===== src/verilog/serdes_diag_pkg.sv =====
// Shared constants for the serial lane diagnostic and drive register bank.
package serdes_diag_pkg;

	localparam int LANES          = 16;
	localparam int QUADS          = 4;
	localparam int LANES_PER_QUAD = 4;
	localparam int STATIONS       = 3;

	// Register byte offsets in configuration space.
	localparam logic [11:0] OFF_QUAD0_DIAG   = 12'h238;
	localparam logic [11:0] OFF_QUAD1_DIAG   = 12'h23C;
	localparam logic [11:0] OFF_QUAD2_DIAG   = 12'h240;
	localparam logic [11:0] OFF_QUAD3_DIAG   = 12'h244;
	localparam logic [11:0] OFF_NOMINAL      = 12'h248;
	localparam logic [11:0] OFF_LEVEL_0_7    = 12'h24C;
	localparam logic [11:0] OFF_LEVEL_8_15   = 12'h250;
	localparam logic [11:0] QUAD_STRIDE      = 12'h004;

	// Diagnostic register field positions.
	localparam int EXPECTED_LSB = 0;
	localparam int ACTUAL_LSB   = 8;
	localparam int COUNT_LSB    = 16;
	localparam int SELECT_LSB   = 24;
	localparam int SELECT_BYTE  = 3;
	localparam int KIND_BIT     = 30;
	localparam int DONE_BIT     = 31;

	// Reset values and the saturation limit of the error counts.
	localparam logic [1:0]  SELECT_RESET  = 2'h0;
	localparam logic [7:0]  COUNT_RESET   = 8'h00;
	localparam logic [7:0]  COUNT_MAX     = 8'hFF;
	localparam logic [7:0]  PATTERN_RESET = 8'h00;
	localparam logic [31:0] DRIVE_RESET   = 32'h0000_0000;
	localparam logic [31:0] READ_UNMAPPED = 32'h0000_0000;

	// Drive code field widths, nominal drive current codes and their currents in mA.
	localparam int NOMINAL_WIDTH = 2;
	localparam int LEVEL_WIDTH   = 4;
	localparam logic [1:0] NOM_CODE_10MA = 2'h1;
	localparam logic [1:0] NOM_CODE_28MA = 2'h2;
	localparam logic [4:0] CURRENT_20_MA = 5'h14;
	localparam logic [4:0] CURRENT_10_MA = 5'h0A;
	localparam logic [4:0] CURRENT_28_MA = 5'h1C;

	// Drive level ratios, in hundredths of the nominal current.
	localparam logic [7:0] RATIO_HIGH_BASE = 8'h64;
	localparam logic [7:0] RATIO_LOW_BASE  = 8'h3C;
	localparam logic [7:0] RATIO_STEP      = 8'h05;

endpackage

===== src/verilog/quad_diag_if.sv =====
// Link between the register bank and one quad's diagnostic status logic.
interface quad_diag_if;
	logic [1:0]  select;
	logic        utp_enable;
	logic [31:0] status;

	modport regs (output select, output utp_enable, input status);
	modport diag (input select, input utp_enable, output status);
endinterface


===== src/verilog/lane_drive_decode.sv =====
// Decodes one lane's drive codes into nominal current and scaling ratio.
module lane_drive_decode
	import serdes_diag_pkg::*;
(
	input  wire logic       i_clock,
	input  wire logic       i_reset,
	input  wire logic [1:0] i_nominal_code,
	input  wire logic [3:0] i_level_code,
	output logic      [4:0] o_nominal_ma,
	output logic      [7:0] o_ratio_pct
);

	logic [7:0] step_reg_next;

	always_comb begin
		step_reg_next = 8'(RATIO_STEP * {5'h00, i_level_code[2:0]});
	end

	always_ff @(posedge i_clock) begin
		if (i_reset) begin
			o_nominal_ma <= CURRENT_20_MA;
		end else begin
			unique case (i_nominal_code)
				NOM_CODE_10MA: o_nominal_ma <= CURRENT_10_MA;
				NOM_CODE_28MA: o_nominal_ma <= CURRENT_28_MA;
				default:       o_nominal_ma <= CURRENT_20_MA;
			endcase
		end
	end

	always_ff @(posedge i_clock) begin
		if (i_reset) begin
			o_ratio_pct <= RATIO_HIGH_BASE;
		end else if (i_level_code[3]) begin
			o_ratio_pct <= 8'(RATIO_LOW_BASE + step_reg_next);
		end else begin
			o_ratio_pct <= 8'(RATIO_HIGH_BASE + step_reg_next);
		end
	end

endmodule


===== src/verilog/quad_diag_status.sv =====
// Per-quad error counters and the selected lane's diagnostic status word.
module quad_diag_status
	import serdes_diag_pkg::*;
(
	input  wire logic        i_clock,
	input  wire logic        i_reset,
	input  wire logic [31:0] i_expected,
	input  wire logic [31:0] i_actual,
	input  wire logic [3:0]  i_error,
	input  wire logic        i_prbs_mode,
	input  wire logic        i_self_test_finished,
	quad_diag_if.diag        diag
);

	logic [3:0][7:0] count_reg;
	logic            kind_reg;
	logic [1:0]      sel;

	assign sel = diag.select;

	always_ff @(posedge i_clock) begin
		if (i_reset) begin
			kind_reg <= 1'b0;
		end else begin
			kind_reg <= i_prbs_mode;
		end
	end

	// A change of count kind restarts the counts so the two kinds never mix.
	// An error seen in that same cycle is still counted.
	for (genvar l = 0; l < LANES_PER_QUAD; l++) begin : g_lane
		always_ff @(posedge i_clock) begin
			if (i_reset) begin
				count_reg[l] <= COUNT_RESET;
			end else if (kind_reg != i_prbs_mode) begin
				count_reg[l] <= {7'h00, i_error[l]};
			end else if (i_error[l] && count_reg[l] != COUNT_MAX) begin
				count_reg[l] <= 8'(count_reg[l] + 8'h01);
			end
		end
	end

	always_ff @(posedge i_clock) begin
		if (i_reset) begin
			diag.status <= 32'h0000_0000;
		end else begin
			diag.status <= 32'h0000_0000;
			diag.status[DONE_BIT] <= i_self_test_finished;
			diag.status[KIND_BIT] <= kind_reg;
			diag.status[COUNT_LSB +: 8] <= count_reg[sel];
			if (diag.utp_enable) begin
				diag.status[EXPECTED_LSB +: 8] <= i_expected[8*sel +: 8];
				diag.status[ACTUAL_LSB +: 8]   <= i_actual[8*sel +: 8];
			end
		end
	end

endmodule


===== src/verilog/serdes_diag_drive_regs.sv =====
// Diagnostic and drive current register bank for one station's sixteen lanes.
//
// How it works
// - Diagnostic count and pattern bytes follow that register's selector.
// - Selector codes 0..3 pick quad lanes; reset 0.
// - Selected lane error count in bits 23:16.
// - Bit 30 shows pattern or pseudo-random count.
// - Expected and received pattern bytes when enabled.
// - Quads 1..3 data gated by enables 29..31.
// - Each quad register serves four consecutive lanes.
// - Three stations cover lanes 0..15, 16..31, 32..47.
// - Nominal codes give 20, 10, 28, 20 mA.
// - Sixteen sticky 2-bit nominal fields, loadable, reset 0.
// - Level codes scale current 1.00..1.35, 0.60..0.95.
// - Lanes 0..7 level nibbles, sticky, reset 0.
// - Lanes 8..15 level nibbles, lowest lane lowest.
// - Quad 0 data gated by enable 28.
module serdes_diag_drive_regs
	import serdes_diag_pkg::*;
#(
	parameter logic [1:0] STATION_INDEX = 2'h0
) (
	input  wire logic                 i_clock,
	input  wire logic                 i_reset,
	input  wire logic [11:0]          i_cfg_addr,
	input  wire logic                 i_cfg_write,
	input  wire logic                 i_cfg_read,
	input  wire logic [3:0]           i_cfg_byte_en,
	input  wire logic [31:0]          i_cfg_wdata,
	output logic      [31:0]          o_cfg_rdata,
	output logic                      o_cfg_rvalid,
	input  wire logic                 i_load_valid,
	input  wire logic [11:0]          i_load_addr,
	input  wire logic [31:0]          i_load_data,
	input  wire logic [3:0]           i_utp_enable,
	input  wire logic [3:0]           i_quad_prbs,
	input  wire logic [3:0]           i_quad_self_test_finished,
	input  wire logic [15:0][7:0]     i_lane_expected,
	input  wire logic [15:0][7:0]     i_lane_actual,
	input  wire logic [15:0]          i_lane_error,
	output logic      [15:0][4:0]     o_lane_nominal_ma,
	output logic      [15:0][7:0]     o_lane_ratio_pct,
	output logic      [5:0]           o_first_lane
);

	logic [31:0]      nominal_reg;
	logic [31:0]      level_lo_reg;
	logic [31:0]      level_hi_reg;
	logic [3:0][1:0]  select_reg;
	logic [3:0][31:0] quad_word;
	logic [31:0]      read_next;

	// Configuration writes honour byte enables; loader writes are whole words.
	function automatic logic [31:0] merge_bytes(
		input logic [31:0] old_value,
		input logic [31:0] new_value,
		input logic [3:0]  byte_en
	);
		logic [31:0] result;
		result = old_value;
		for (int b = 0; b < 4; b++) begin
			if (byte_en[b]) begin
				result[8*b +: 8] = new_value[8*b +: 8];
			end
		end
		return result;
	endfunction

	// The first lane of this station; only three stations exist.
	always_ff @(posedge i_clock) begin
		if (i_reset) begin
			o_first_lane <= 6'h00;
		end else if (STATION_INDEX < 2'(STATIONS)) begin
			o_first_lane <= 6'(LANES * int'(STATION_INDEX));
		end else begin
			o_first_lane <= 6'h00;
		end
	end

	// Drive settings are only cleared by the device reset, never by link events.
	// A loader word in the same cycle as a software write takes precedence.
	always_ff @(posedge i_clock) begin
		if (i_reset) begin
			nominal_reg <= DRIVE_RESET;
		end else if (i_load_valid && i_load_addr == OFF_NOMINAL) begin
			nominal_reg <= i_load_data;
		end else if (i_cfg_write && i_cfg_addr == OFF_NOMINAL) begin
			nominal_reg <= merge_bytes(nominal_reg, i_cfg_wdata, i_cfg_byte_en);
		end
	end

	always_ff @(posedge i_clock) begin
		if (i_reset) begin
			level_lo_reg <= DRIVE_RESET;
		end else if (i_load_valid && i_load_addr == OFF_LEVEL_0_7) begin
			level_lo_reg <= i_load_data;
		end else if (i_cfg_write && i_cfg_addr == OFF_LEVEL_0_7) begin
			level_lo_reg <= merge_bytes(level_lo_reg, i_cfg_wdata, i_cfg_byte_en);
		end
	end

	always_ff @(posedge i_clock) begin
		if (i_reset) begin
			level_hi_reg <= DRIVE_RESET;
		end else if (i_load_valid && i_load_addr == OFF_LEVEL_8_15) begin
			level_hi_reg <= i_load_data;
		end else if (i_cfg_write && i_cfg_addr == OFF_LEVEL_8_15) begin
			level_hi_reg <= merge_bytes(level_hi_reg, i_cfg_wdata, i_cfg_byte_en);
		end
	end

	quad_diag_if qif [QUADS] ();

	for (genvar q = 0; q < QUADS; q++) begin : g_quad
		localparam logic [11:0] QUAD_OFFSET = 12'(OFF_QUAD0_DIAG + QUAD_STRIDE * 12'(q));

		always_ff @(posedge i_clock) begin
			if (i_reset) begin
				select_reg[q] <= SELECT_RESET;
			end else if (i_load_valid && i_load_addr == QUAD_OFFSET) begin
				select_reg[q] <= i_load_data[SELECT_LSB +: 2];
			end else if (i_cfg_write && i_cfg_addr == QUAD_OFFSET
					&& i_cfg_byte_en[SELECT_BYTE]) begin
				select_reg[q] <= i_cfg_wdata[SELECT_LSB +: 2];
			end
		end

		assign qif[q].select     = select_reg[q];
		assign qif[q].utp_enable = i_utp_enable[q];
		assign quad_word[q]      = qif[q].status;

		// Quad q serves lanes 4q..4q+3 of the station.
		quad_diag_status u_quad (
			.i_clock     (i_clock),
			.i_reset     (i_reset),
			.i_expected  (i_lane_expected[LANES_PER_QUAD*q +: LANES_PER_QUAD]),
			.i_actual    (i_lane_actual[LANES_PER_QUAD*q +: LANES_PER_QUAD]),
			.i_error     (i_lane_error[LANES_PER_QUAD*q +: LANES_PER_QUAD]),
			.i_prbs_mode (i_quad_prbs[q]),
			.i_self_test_finished (i_quad_self_test_finished[q]),
			.diag        (qif[q])
		);
	end

	for (genvar l = 0; l < LANES; l++) begin : g_drive
		logic [3:0] level_code;

		if (l < 8) begin : g_lo
			assign level_code = level_lo_reg[LEVEL_WIDTH*l +: LEVEL_WIDTH];
		end else begin : g_hi
			assign level_code = level_hi_reg[LEVEL_WIDTH*(l-8) +: LEVEL_WIDTH];
		end

		lane_drive_decode u_decode (
			.i_clock        (i_clock),
			.i_reset        (i_reset),
			.i_nominal_code (nominal_reg[NOMINAL_WIDTH*l +: NOMINAL_WIDTH]),
			.i_level_code   (level_code),
			.o_nominal_ma   (o_lane_nominal_ma[l]),
			.o_ratio_pct    (o_lane_ratio_pct[l])
		);
	end

	// Reads return one cycle after the request; unmapped offsets read zero.
	always_comb begin
		read_next = READ_UNMAPPED;
		unique case (i_cfg_addr)
			OFF_QUAD0_DIAG: read_next = quad_word[0] | {6'h00, select_reg[0], 24'h000000};
			OFF_QUAD1_DIAG: read_next = quad_word[1] | {6'h00, select_reg[1], 24'h000000};
			OFF_QUAD2_DIAG: read_next = quad_word[2] | {6'h00, select_reg[2], 24'h000000};
			OFF_QUAD3_DIAG: read_next = quad_word[3] | {6'h00, select_reg[3], 24'h000000};
			OFF_NOMINAL:    read_next = nominal_reg;
			OFF_LEVEL_0_7:  read_next = level_lo_reg;
			OFF_LEVEL_8_15: read_next = level_hi_reg;
			default:        read_next = READ_UNMAPPED;
		endcase
	end

	always_ff @(posedge i_clock) begin
		if (i_reset) begin
			o_cfg_rdata  <= READ_UNMAPPED;
			o_cfg_rvalid <= 1'b0;
		end else begin
			o_cfg_rvalid <= i_cfg_read;
			if (i_cfg_read) begin
				o_cfg_rdata <= read_next;
			end
		end
	end

endmodule


===== config.mk =====
export PLATFORM = sky130hd
export DESIGN_NAME = serdes_diag_drive_regs
export DESIGN_NICKNAME = d
export VERILOG_FILES = /design/src/verilog/serdes_diag_pkg.sv /design/src/verilog/quad_diag_if.sv /design/src/verilog/lane_drive_decode.sv /design/src/verilog/quad_diag_status.sv /design/src/verilog/serdes_diag_drive_regs.sv
export SDC_FILE = /design/constraint.sdc
export NUM_CORES = 1
export LEC_CHECK = 0
export ABC_AREA = 0
export BUFFER_PORTS_ARGS = -buffer_cell sky130_fd_sc_hd__clkbuf_2
export CAP_MARGIN = 40
export CORE_MARGIN = 2
export CORE_UTILIZATION = 45
export DETAILED_ROUTE_END_ITERATION = 10
export GPL_ROUTABILITY_DRIVEN = 0
export MAX_ROUTING_LAYER = met4
export PLACE_DENSITY_LB_ADDON = 0.05
export SYNTH_ARGS = -nofsm -noshare
export SYNTH_HDL_FRONTEND = slang
export SYNTH_SLANG_ARGS = --single-unit

===== constraint.sdc =====
create_clock -name i_clock -period 5.68 [get_ports i_clock]
set_input_delay 1.136 -clock i_clock [delete_from_list [all_inputs] [get_ports i_clock]]
set_output_delay 1.136 -clock i_clock [all_outputs]
set_load 0.02 [all_outputs]

==> metrics.log, run 1 <==
INFO  metric run_status = complete, no violations
INFO  metric min_to = o_cfg_rdata[22]
INFO  metric critPathSlowestCell = sky130_fd_sc_hd__nor2_2
INFO  metric timing.rr.start = level_hi_reg[22]
INFO  metric wirelength = 94.0 mm
INFO  metric power_leakage = 0.0133 uW
INFO  metric drt_pass1_iterations = 6
INFO  metric drc = 0
INFO  metric p_int = 6530 uW
INFO  metric syn-mean-instance-area = 9.60 um2
INFO  metric dominantRegCellSynth = sky130_fd_sc_hd__dfxtp_1
INFO  metric timing.final.max_slew_violations = 0
INFO  metric clk_root_buf = sky130_fd_sc_hd__clkbuf_16
INFO  metric worst_hold_path_type = flop to flop
INFO  metric routed_wire_length_per_instance = 22.5 um
INFO  metric htreeDepth = 2
INFO  metric worst_setup_path_end_kind = flop
INFO  metric clkSlewWorstSetupHoldPaths = 0.07 ns
INFO  metric fp.dieH = 250 um
INFO  metric dp.final_hpwl = 73.9 mm
INFO  metric layout_common_cells = sky130_fd_sc_hd__clkbuf_2 (603), sky130_fd_sc_hd__dfxtp_1 (544), sky130_fd_sc_hd__nor2_1 (278), sky130_fd_sc_hd__nor2b_1 (162), sky130_fd_sc_hd__ha_1 (160)
INFO  metric initial_utilization = 45.3%
INFO  metric power_frac_clock = 48.1%
INFO  metric worstHoldStart = o_cfg_rdata[22]
INFO  metric cts_resized = 0
INFO  metric synth_area_leaders = sky130_fd_sc_hd__dfxtp_1 (40%), sky130_fd_sc_hd__mux4_2 (7.9%), sky130_fd_sc_hd__ha_1 (7.3%), sky130_fd_sc_hd__mux2i_1 (5.5%), sky130_fd_sc_hd__nor2_1 (3.9%)
INFO  metric finalHoldViolCount = 0
INFO  metric residual_overflow_from_global_routing = 0
INFO  metric seq_area_frac_synth = 40.3%
INFO  metric post_syn_instances = 2840
INFO  metric timing.reg2reg.worst_path_depth = 8
INFO  metric cp-start-kind = input port
INFO  metric cp_top_family = simple AND/OR/NAND/NOR gates
INFO  metric final_nets = 3898
INFO  metric cts_buffers = 59
INFO  metric grt_antenna_before_repair = 8
INFO  metric fp.dieArea = 62600 um2
INFO  metric irDropWorstVdd = 276 uV
INFO  metric p_comb_share = 5.7%
INFO  metric share_of_the_core_filled_with_cells_in_the_final_layout = 54.7%
INFO  metric area_growth = 20.6%
INFO  metric setup_violations = 0
INFO  metric ctsHoldBuffers = 0
INFO  metric maxSlewHeadroom = 32.9%
INFO  metric finalSetupTns = 0 ns
INFO  metric synth_edf_count = 0
INFO  metric die_x = 250 um
INFO  metric clock_sink_count = 549
INFO  metric numPortBuffers = 605
INFO  metric switching_part_of_the_total_power = 23.1%
INFO  metric tritoncts = done
INFO  metric final_antenna_net_count = 0
INFO  metric final_min_period_over_clock_period = 62.5%
INFO  metric holdPathStages = 2
INFO  metric post-place-cells = 4066
INFO  metric synth.top_cell.area_share = 40.3%
INFO  metric rsz_0062_raised_after_global_routing = no
INFO  metric synth.ff_latch_count = 549
INFO  metric worst_ep_arrival_time = 4.08 ns
INFO  metric drive_gt1_share = 25.7%
INFO  metric pwr-share-seq = 46.2%
INFO  metric crit_required = 6.20 ns
INFO  metric timing.critical_path.buf_inv = 1
INFO  metric critical_path.max_stage_delay = 0.84 ns
INFO  metric postSynth.asyncResetShare = 0%
INFO  metric avgViaCountPerCell = 5.61
INFO  metric num_ports = 628
INFO  metric r2r_slack = 3.54 ns
INFO  metric syn-cell-area = 27300 um2
INFO  metric core_footprint = 60100 um2
INFO  metric clkLatencyLatePin = 0.64 ns
INFO  metric instances_no_fill = 4184
INFO  metric drt_first_iter_violations = 1756
INFO  metric grt.total_usage = 30.1%
INFO  metric cts.path.max_buffers = 3
INFO  metric timing.final.crit_period = 3.55 ns
INFO  metric global_route_wire_length_before_repair = 139 mm
INFO  metric yosys.cell_types.count = 62
INFO  metric crit_path_max_fanout = 24
INFO  metric powerDensity = 258 nW/um2
INFO  metric detailroute.via_count = 23500
INFO  metric buffers_inserted_by_post_cts_timing_repair = 0
INFO  metric mostFrequentLayoutCell = sky130_fd_sc_hd__clkbuf_2
INFO  metric vias_in_the_first_global_route = 22800
INFO  metric clock.fmax = 281 MHz
INFO  metric timing_worst_setup_path_type = input port to flop
INFO  metric ys_warn_count = 0
INFO  metric yosysTopAreaCell = sky130_fd_sc_hd__dfxtp_1
INFO  metric placementRows = 90
INFO  metric grt_start_max_net_pins = 157
INFO  metric rr_endpoint = g_drive[13].u_decode.o_ratio_pct[4]
INFO  metric worst_clock_skew = 0.0319 ns
INFO  metric fillers = 5514
INFO  metric total_switching_power = 1960 uW
INFO  metric crit_chain = clkbuf_2 -> or4bb_1 -> nor2_2 -> nor4b_1 -> mux2i_1 -> a211oi_1
INFO  metric worst-slew-pin-transition = 1.01 ns
INFO  metric max_cap_viol_count = 0
## through the flow
step                      hold slack (ns)  area (um2)  power, uW  setup slack [ns]
final                               0.460       32900       8490              2.13
after global routing                0.475       32900       8750              2.00
after CTS                           0.465       32800       8550              2.27
after detailed placement            0.450       30800       4490              1.62
after global placement              0.439       30600       4470              1.32
after floorplan                     0.458       27300       4240              2.54
## routing by layer
layer / global-route usage [%] / wire (um) / share of wire (%) / vias to the layer above
met5: - / 0 / 0 / -
met3: 5.50 / 6950 / 7.4 / 137
met2: 48.7 / 44700 / 48 / 968
li1: - / - / - / 11000
met4: 9.05 / 2600 / 2.8 / 0
met1: 38.3 / 39700 / 42 / 11300
## worst reg2reg max path: cells and delay by family (launching register included)
family,cells,cell delay [ns]
adders and majority gates,4,1.27
DFF,1,0.45
AOI/OAI and AO/OA,1,0.13
and+or+nand+nor,2,0.09
buffers and inverters,1,0.05
## cell type report
class | instances | area, um2 | area share [%]
repair buffers | 634 | 3350 | 10.2
inverters | 130 | 488 | 1.48
well taps | 782 | 978 | 2.98
multi-input cells | 1972 | 15000 | 45.5
clock buffers | 79 | 1680 | 5.12
flip-flops and latches | 549 | 11000 | 33.5
diodes | 8 | 20.0 | 0.0609
clock inverters | 30 | 383 | 1.17
## power groups by stage
stage | Sequential [uW] | Clock [uW] | Combinational [uW]
3_5_place_dp | 4000 | 0 | 481
3_3_place_gp | 4000 | 0 | 464
4_1_cts | 3920 | 4150 | 483
2_1_floorplan | 3990 | 0 | 246
6_report | 3920 | 4090 | 485
5_1_grt | 3920 | 4310 | 522
## Yosys cell counts, types with 10 or more instances
master	number
sky130_fd_sc_hd__dfxtp_1	549
sky130_fd_sc_hd__nor2_1	280
sky130_fd_sc_hd__nor2b_1	162
sky130_fd_sc_hd__ha_1	160
sky130_fd_sc_hd__mux2i_1	151
sky130_fd_sc_hd__nand2_1	147
sky130_fd_sc_hd__clkbuf_1	144
sky130_fd_sc_hd__inv_1	130
sky130_fd_sc_hd__a21oi_1	120
sky130_fd_sc_hd__nor3_1	100
sky130_fd_sc_hd__mux4_2	96
sky130_fd_sc_hd__a211oi_1	86
sky130_fd_sc_hd__o21ai_0	86
sky130_fd_sc_hd__xor2_1	67
sky130_fd_sc_hd__nand2b_1	66
sky130_fd_sc_hd__nand4_1	53
sky130_fd_sc_hd__nand3_1	40
sky130_fd_sc_hd__buf_4	38
sky130_fd_sc_hd__xnor2_1	33
sky130_fd_sc_hd__and3_1	32
sky130_fd_sc_hd__a31oi_1	30
sky130_fd_sc_hd__or3_1	27
sky130_fd_sc_hd__o22ai_1	26
sky130_fd_sc_hd__buf_1	22
sky130_fd_sc_hd__a22oi_1	21
sky130_fd_sc_hd__a311oi_1	18
sky130_fd_sc_hd__a32oi_1	17
sky130_fd_sc_hd__o2111a_1	14
sky130_fd_sc_hd__mux2_2	12
sky130_fd_sc_hd__fa_1	11
sky130_fd_sc_hd__o211ai_1	11
sky130_fd_sc_hd__a211o_1	10
sky130_fd_sc_hd__nor3b_1	10
## cells by family after synthesis
family	count (synthesis)	synth area share, %
compound gates	468	11.2
xor+xnor	100	3.21
fa+ha+maj	171	8.15
buf+inv	340	5.23
flops	549	40.3
mux	259	14.0
other cells	1	0.0138
simple gates	952	17.9
## worst max-delay path by stage
stage	start	endpoint	slack [ns]	depth (start not counted)
after floorplan	i_cfg_addr[7]	level_lo_reg[24]	2.54	7
after global placement	i_cfg_addr[4]	level_lo_reg[22]	1.32	6
after detailed placement	i_cfg_addr[4]	qif[1].select[0]	1.62	6
after CTS	i_cfg_addr[4]	qif[1].select[0]	2.27	6
after global routing	i_cfg_addr[4]	qif[1].select[0]	2.00	6
final	i_cfg_addr[4]	qif[1].select[0]	2.13	6
(Power assumes the default switching activity.)
==> inputs of run 2 (changes only) <==
clock period = 3.5 ns   (was 5.68 ns; I/O delays follow)
==> metrics.log, run 2 (synthesis gave the netlist of run 1 again) <==
INFO  metric initial_utilization = 45.3%
INFO  metric critical_path.max_stage_delay = 0.63 ns
INFO  metric mostFrequentLayoutCell = sky130_fd_sc_hd__clkbuf_2
INFO  metric finalHoldViolCount = 0
INFO  metric max_cap_viol_count = 0
INFO  metric instances_no_fill = 4206
INFO  metric worst_hold_path_type = input port to flop
INFO  metric timing_worst_setup_path_type = input port to flop
INFO  metric clock.fmax = 383 MHz
INFO  metric crit_chain = clkbuf_2 -> or3_1 -> nor3_2 -> nand3_1 -> mux2i_1 -> a211oi_1
INFO  metric worst_clock_skew = 0.0152 ns
INFO  metric residual_overflow_from_global_routing = 0
INFO  metric worst_ep_arrival_time = 3.14 ns
INFO  metric finalSetupTns = 0 ns
INFO  metric wirelength = 93.6 mm
INFO  metric detailroute.via_count = 23500
INFO  metric worst_setup_path_end_kind = flop
INFO  metric post-place-cells = 4087
INFO  metric drt_first_iter_violations = 1947
INFO  metric run_status = complete, no violations
INFO  metric tritoncts = done
INFO  metric cts_buffers = 59
INFO  metric maxSlewHeadroom = 38.6%
INFO  metric critPathSlowestCell = sky130_fd_sc_hd__or3_1
INFO  metric core_footprint = 60100 um2
INFO  metric grt.total_usage = 30.0%
INFO  metric clkLatencyLatePin = 0.63 ns
INFO  metric total_switching_power = 3180 uW
INFO  metric final_min_period_over_clock_period = 74.6%
INFO  metric layout_common_cells = sky130_fd_sc_hd__clkbuf_2 (603), sky130_fd_sc_hd__dfxtp_1 (544), sky130_fd_sc_hd__nor2_1 (278), sky130_fd_sc_hd__nor2b_1 (162), sky130_fd_sc_hd__ha_1 (160)
INFO  metric global_route_wire_length_before_repair = 139 mm
INFO  metric grt_start_max_net_pins = 157
INFO  metric clkSlewWorstSetupHoldPaths = 0.06 ns
INFO  metric rsz_0062_raised_after_global_routing = no
INFO  metric crit_required = 4.03 ns
INFO  metric final_antenna_net_count = 0
INFO  metric irDropWorstVdd = 372 uV
INFO  metric drt_pass1_iterations = 8
INFO  metric drc = 0
INFO  metric setup_violations = 0
INFO  metric drive_gt1_share = 26.2%
INFO  metric timing.critical_path.buf_inv = 1
INFO  metric placement.setup.worst_slack = 0.322 ns
INFO  metric clock_sink_count = 549
INFO  metric timing.final.crit_period = 2.61 ns
INFO  metric clk_root_buf = sky130_fd_sc_hd__clkbuf_16
INFO  metric buffers_inserted_by_post_cts_timing_repair = 0
INFO  metric cts_resized = 0
INFO  metric switching_part_of_the_total_power = 22.8%
INFO  metric num_ports = 628
INFO  metric p_comb_share = 5.7%
INFO  metric power_frac_clock = 48.8%
INFO  metric power_leakage = 0.0134 uW
INFO  metric avgViaCountPerCell = 5.60
INFO  metric setup_ws = 0.890 ns
INFO  metric pwr-share-seq = 45.5%
INFO  metric worst-slew-pin-transition = 0.921 ns
INFO  metric area_growth = 21.5%
INFO  metric die_x = 250 um
INFO  metric numPortBuffers = 605
INFO  metric fp.dieArea = 62600 um2
INFO  metric vias_in_the_first_global_route = 22800
INFO  metric multi_input_comb_area = 15000 um2
INFO  metric cts.path.max_buffers = 3
INFO  metric crit_path_max_fanout = 9
INFO  metric cp_top_family = simple AND/OR/NAND/NOR gates
INFO  metric dp.final_hpwl = 73.8 mm
INFO  metric grt_antenna_before_repair = 9
INFO  metric timing.final.max_slew_violations = 0
INFO  metric final_nets = 3918
INFO  metric cp-start-kind = input port
INFO  metric fillers = 5451
INFO  metric final-seq-area = 11000 um2
INFO  metric htreeDepth = 2
INFO  metric ctsHoldBuffers = 0
INFO  metric placementRows = 90
INFO  metric fp.dieH = 250 um
INFO  metric p_int = 10800 uW
INFO  metric routed_wire_length_per_instance = 22.3 um
INFO  metric powerDensity = 422 nW/um2
-- run 2: worst paths after layout --
kind,slack [ns],start,endpoint,cells past startpoint
min reg2reg,0.45,o_cfg_rdata[27],o_cfg_rdata[27],2
min,0.29,i_quad_self_test_finished[2],g_quad[2].u_quad.diag.status[31],2
max,0.89,i_cfg_addr[7],level_lo_reg[17],6
max reg2reg,1.34,level_hi_reg[2],g_drive[8].u_decode.o_ratio_pct[4],8
-- run 2: layout make-up --
class / count / area share, %
flip-flops and latches: 549 / 33.2
multi-input cells: 1972 / 45.2
well taps: 782 / 2.96
clock inverters: 32 / 1.25
inverters: 130 / 1.47
repair buffers: 654 / 10.7
clock buffers: 79 / 5.18
diodes: 8 / 0.0605
-- run 2: per-layer routing --
metal  up-vias  GRT usage (%)  share of wire (%)
li1      11100              -                  -
met1     11400           39.0                 43
met2       982           47.9                 46
met3       148           5.04                7.3
met4         0           9.32                3.2
met5         -              -                  0
-- run 2: power groups by stage --
stage / clock network [uW] / logic (uW) / registers [uW]
2_1_floorplan: 0 / 400 / 6470
3_3_place_gp: 0 / 770 / 6500
3_5_place_dp: 0 / 796 / 6500
4_1_cts: 6930 / 797 / 6360
5_1_grt: 7170 / 863 / 6360
6_report: 6830 / 801 / 6360
-- run 2: per-stage QoR --
stage               hold slack, ns  area (um2)  util, %  power (uW)
global placement             0.437       30800     51.2        7270
detailed placement           0.442       31000     51.5        7290
CTS                          0.263       33100     55.0       14100
global route                 0.282       33100     55.1       14400
finish                       0.291       33100     55.1       14000
floorplan                    0.458       27300        -        6870
==> inputs of run 3 (changes only) <==
clock period = 2.2 ns   (was 3.5 ns; I/O delays follow)
==> metrics.log, run 3 (synthesis gave the netlist of run 1 again) <==
INFO  metric mostFrequentLayoutCell = sky130_fd_sc_hd__clkbuf_2
INFO  metric timing.final.max_slew_violations = 0
INFO  metric clk_root_buf = sky130_fd_sc_hd__clkbuf_16
INFO  metric routed-wl-met2 = 45.0 mm
INFO  metric drc = 0
INFO  metric worst_setup_path_end_kind = flop
INFO  metric cts_resized = 0
INFO  metric worst_hold_path_type = input port to flop
INFO  metric timing_worst_setup_path_type = flop to flop
INFO  metric cp_top_family = adder cells
INFO  metric htreeDepth = 2
INFO  metric post-layout-total-power = 21600 uW
INFO  metric worst-slew-pin-transition = 0.638 ns
INFO  metric vias_in_the_first_global_route = 23200
INFO  metric setup_violations = 0
INFO  metric ctsHoldBuffers = 0
INFO  metric crit_chain = ha_1 -> ha_1 -> ha_1 -> inv_1 -> fa_1 -> nor2_1 -> a21oi_1 -> nor2_1
INFO  metric residual_overflow_from_global_routing = 0
INFO  metric buffers_inserted_by_post_cts_timing_repair = 0
INFO  metric layout_common_cells = sky130_fd_sc_hd__clkbuf_2 (603), sky130_fd_sc_hd__dfxtp_1 (543), sky130_fd_sc_hd__nor2_1 (276), sky130_fd_sc_hd__nor2b_1 (162), sky130_fd_sc_hd__ha_1 (160)
INFO  metric fillers = 5441
INFO  metric cp-start-kind = flop
INFO  metric rsz_0062_raised_after_global_routing = no
INFO  metric numPortBuffers = 605
INFO  metric powerDensity = 635 nW/um2
INFO  metric finalHoldViolCount = 0
INFO  metric instances_no_fill = 4313
INFO  metric timing.critical_path.mode_cell = sky130_fd_sc_hd__ha_1
INFO  metric run_status = complete, no violations
INFO  metric clock.fmax = 498 MHz
INFO  metric core_footprint = 60100 um2
INFO  metric clock_sink_count = 549
INFO  metric finalSetupTns = 0 ns
INFO  metric final_antenna_net_count = 0
INFO  metric placementRows = 90
INFO  metric clkSlewWorstSetupHoldPaths = 0.06 ns
INFO  metric routed_wire_length_per_instance = 21.9 um
INFO  metric cts_buffers = 57
INFO  metric irDropWorstVdd = 551 uV
INFO  metric final_min_period_over_clock_period = 91.3%
INFO  metric drt_pass1_iterations = 6
INFO  metric grt_start_max_net_pins = 147
INFO  metric crit_required = 2.69 ns
INFO  metric num_ports = 628
INFO  metric max_cap_viol_count = 0
INFO  metric avgViaCountPerCell = 5.56
INFO  metric dr_wl_met3 = 6.58 mm
INFO  metric cts.path.max_buffers = 3
INFO  metric highest-signal-layer = met4
INFO  metric critPathSlowestCell = sky130_fd_sc_hd__fa_1
INFO  metric r2r_slack = 0.19 ns
INFO  metric clkLatencyLatePin = 0.63 ns
INFO  metric grt_antenna_before_repair = 11
INFO  metric detailroute.via_count = 24000
INFO  metric die_x = 250 um
INFO  metric dp.final_hpwl = 75.9 mm
INFO  metric tritoncts = done
INFO  metric timing.critical_path.buf_inv = 1
INFO  metric drt_first_iter_violations = 1785
INFO  metric power_leakage = 0.0140 uW
INFO  metric critical_path.max_stage_delay = 0.49 ns
INFO  metric drive_gt1_share = 28.7%
INFO  metric initial_utilization = 45.3%
INFO  metric global_route_wire_length_before_repair = 140 mm
INFO  metric area_growth = 24.8%
INFO  metric timing.final.crit_period = 2.01 ns
INFO  metric worst_clock_skew = 0.0165 ns
INFO  metric final_nets = 4029
INFO  metric post-place-cells = 4200
INFO  metric crit_path_max_fanout = 5
INFO  metric met1Wirelength = 40.1 mm
INFO  metric grt.total_usage = 30.3%
INFO  metric fp.dieArea = 62600 um2
INFO  metric fp.dieH = 250 um
INFO  metric maxSlewHeadroom = 57.2%
INFO  metric wirelength = 94.4 mm
INFO  metric worst_ep_arrival_time = 2.50 ns
-- run 3: cell count changes in the layout (fill, tap and decap cells not counted), sizes merged --
cell      change
clkinvlp      +3
diode         +1
bufinv        -4
buf         +113
inv           +1
clkinv        -4
clkbuf        -3
-- run 3: final timing paths --
path                            cells after the start                             endpoint             start
worst max-delay path                                8  g_drive[12].u_decode.o_ratio_pct[4]  level_hi_reg[16]
worst min register to register                      1                       o_cfg_rdata[6]    o_cfg_rdata[6]
worst min-delay path                                2            g_quad[0].u_quad.kind_reg    i_quad_prbs[0]
worst max register to register                      8  g_drive[12].u_decode.o_ratio_pct[4]  level_hi_reg[16]
-- run 3: per-layer routing --
layer  global-route usage [%]  vias to the layer above
li1                         -                    11300
met5                        -                        -
met4                     9.34                        0
met1                     38.7                    11600
met2                     49.7                      969
met3                     4.22                      147
-- run 3: through the flow --
stage          instance area, um2  setup slack (ns)  hold WS, ns  utilization (%)
4_1_cts                     34000             0.205       0.0239             56.5
5_1_grt                     34000            0.0835       0.0788             56.6
3_3_place_gp                32000            -0.234        0.439             53.3
2_1_floorplan               27400            -0.195        0.458                -
3_5_place_dp                32000            -0.325        0.444             53.3
6_report                    34000             0.191       0.0516             56.6
-- run 3: layout make-up --
cell class	count	area [um2]	area share, %
clock inverters	28	310	0.912
clock buffers	76	1660	4.88
inverters	130	488	1.43
repair buffers	767	4570	13.4
multi-input cells	1972	15000	44.1
flip-flops and latches	549	11000	32.3
diodes	9	22.5	0.0662
well taps	782	978	2.88
-- run 3: worst register-to-register path, stage by stage, from the launching register on --
cell and delay, ns:
sky130_fd_sc_hd__dfxtp_1 0.35, sky130_fd_sc_hd__ha_1 0.22, sky130_fd_sc_hd__ha_1 0.37, sky130_fd_sc_hd__ha_1 0.17, sky130_fd_sc_hd__inv_1 0.05, sky130_fd_sc_hd__fa_1 0.49, sky130_fd_sc_hd__nor2_1 0.04, sky130_fd_sc_hd__a21oi_1 0.13
sky130_fd_sc_hd__nor2_1 0.05
-- run 3: power breakdown --
part | internal, uW | switching [uW]
Combinational | 594 | 757
Clock | 5980 | 4160
Sequential | 10000 | 78.0
Total | 16600 | 4990
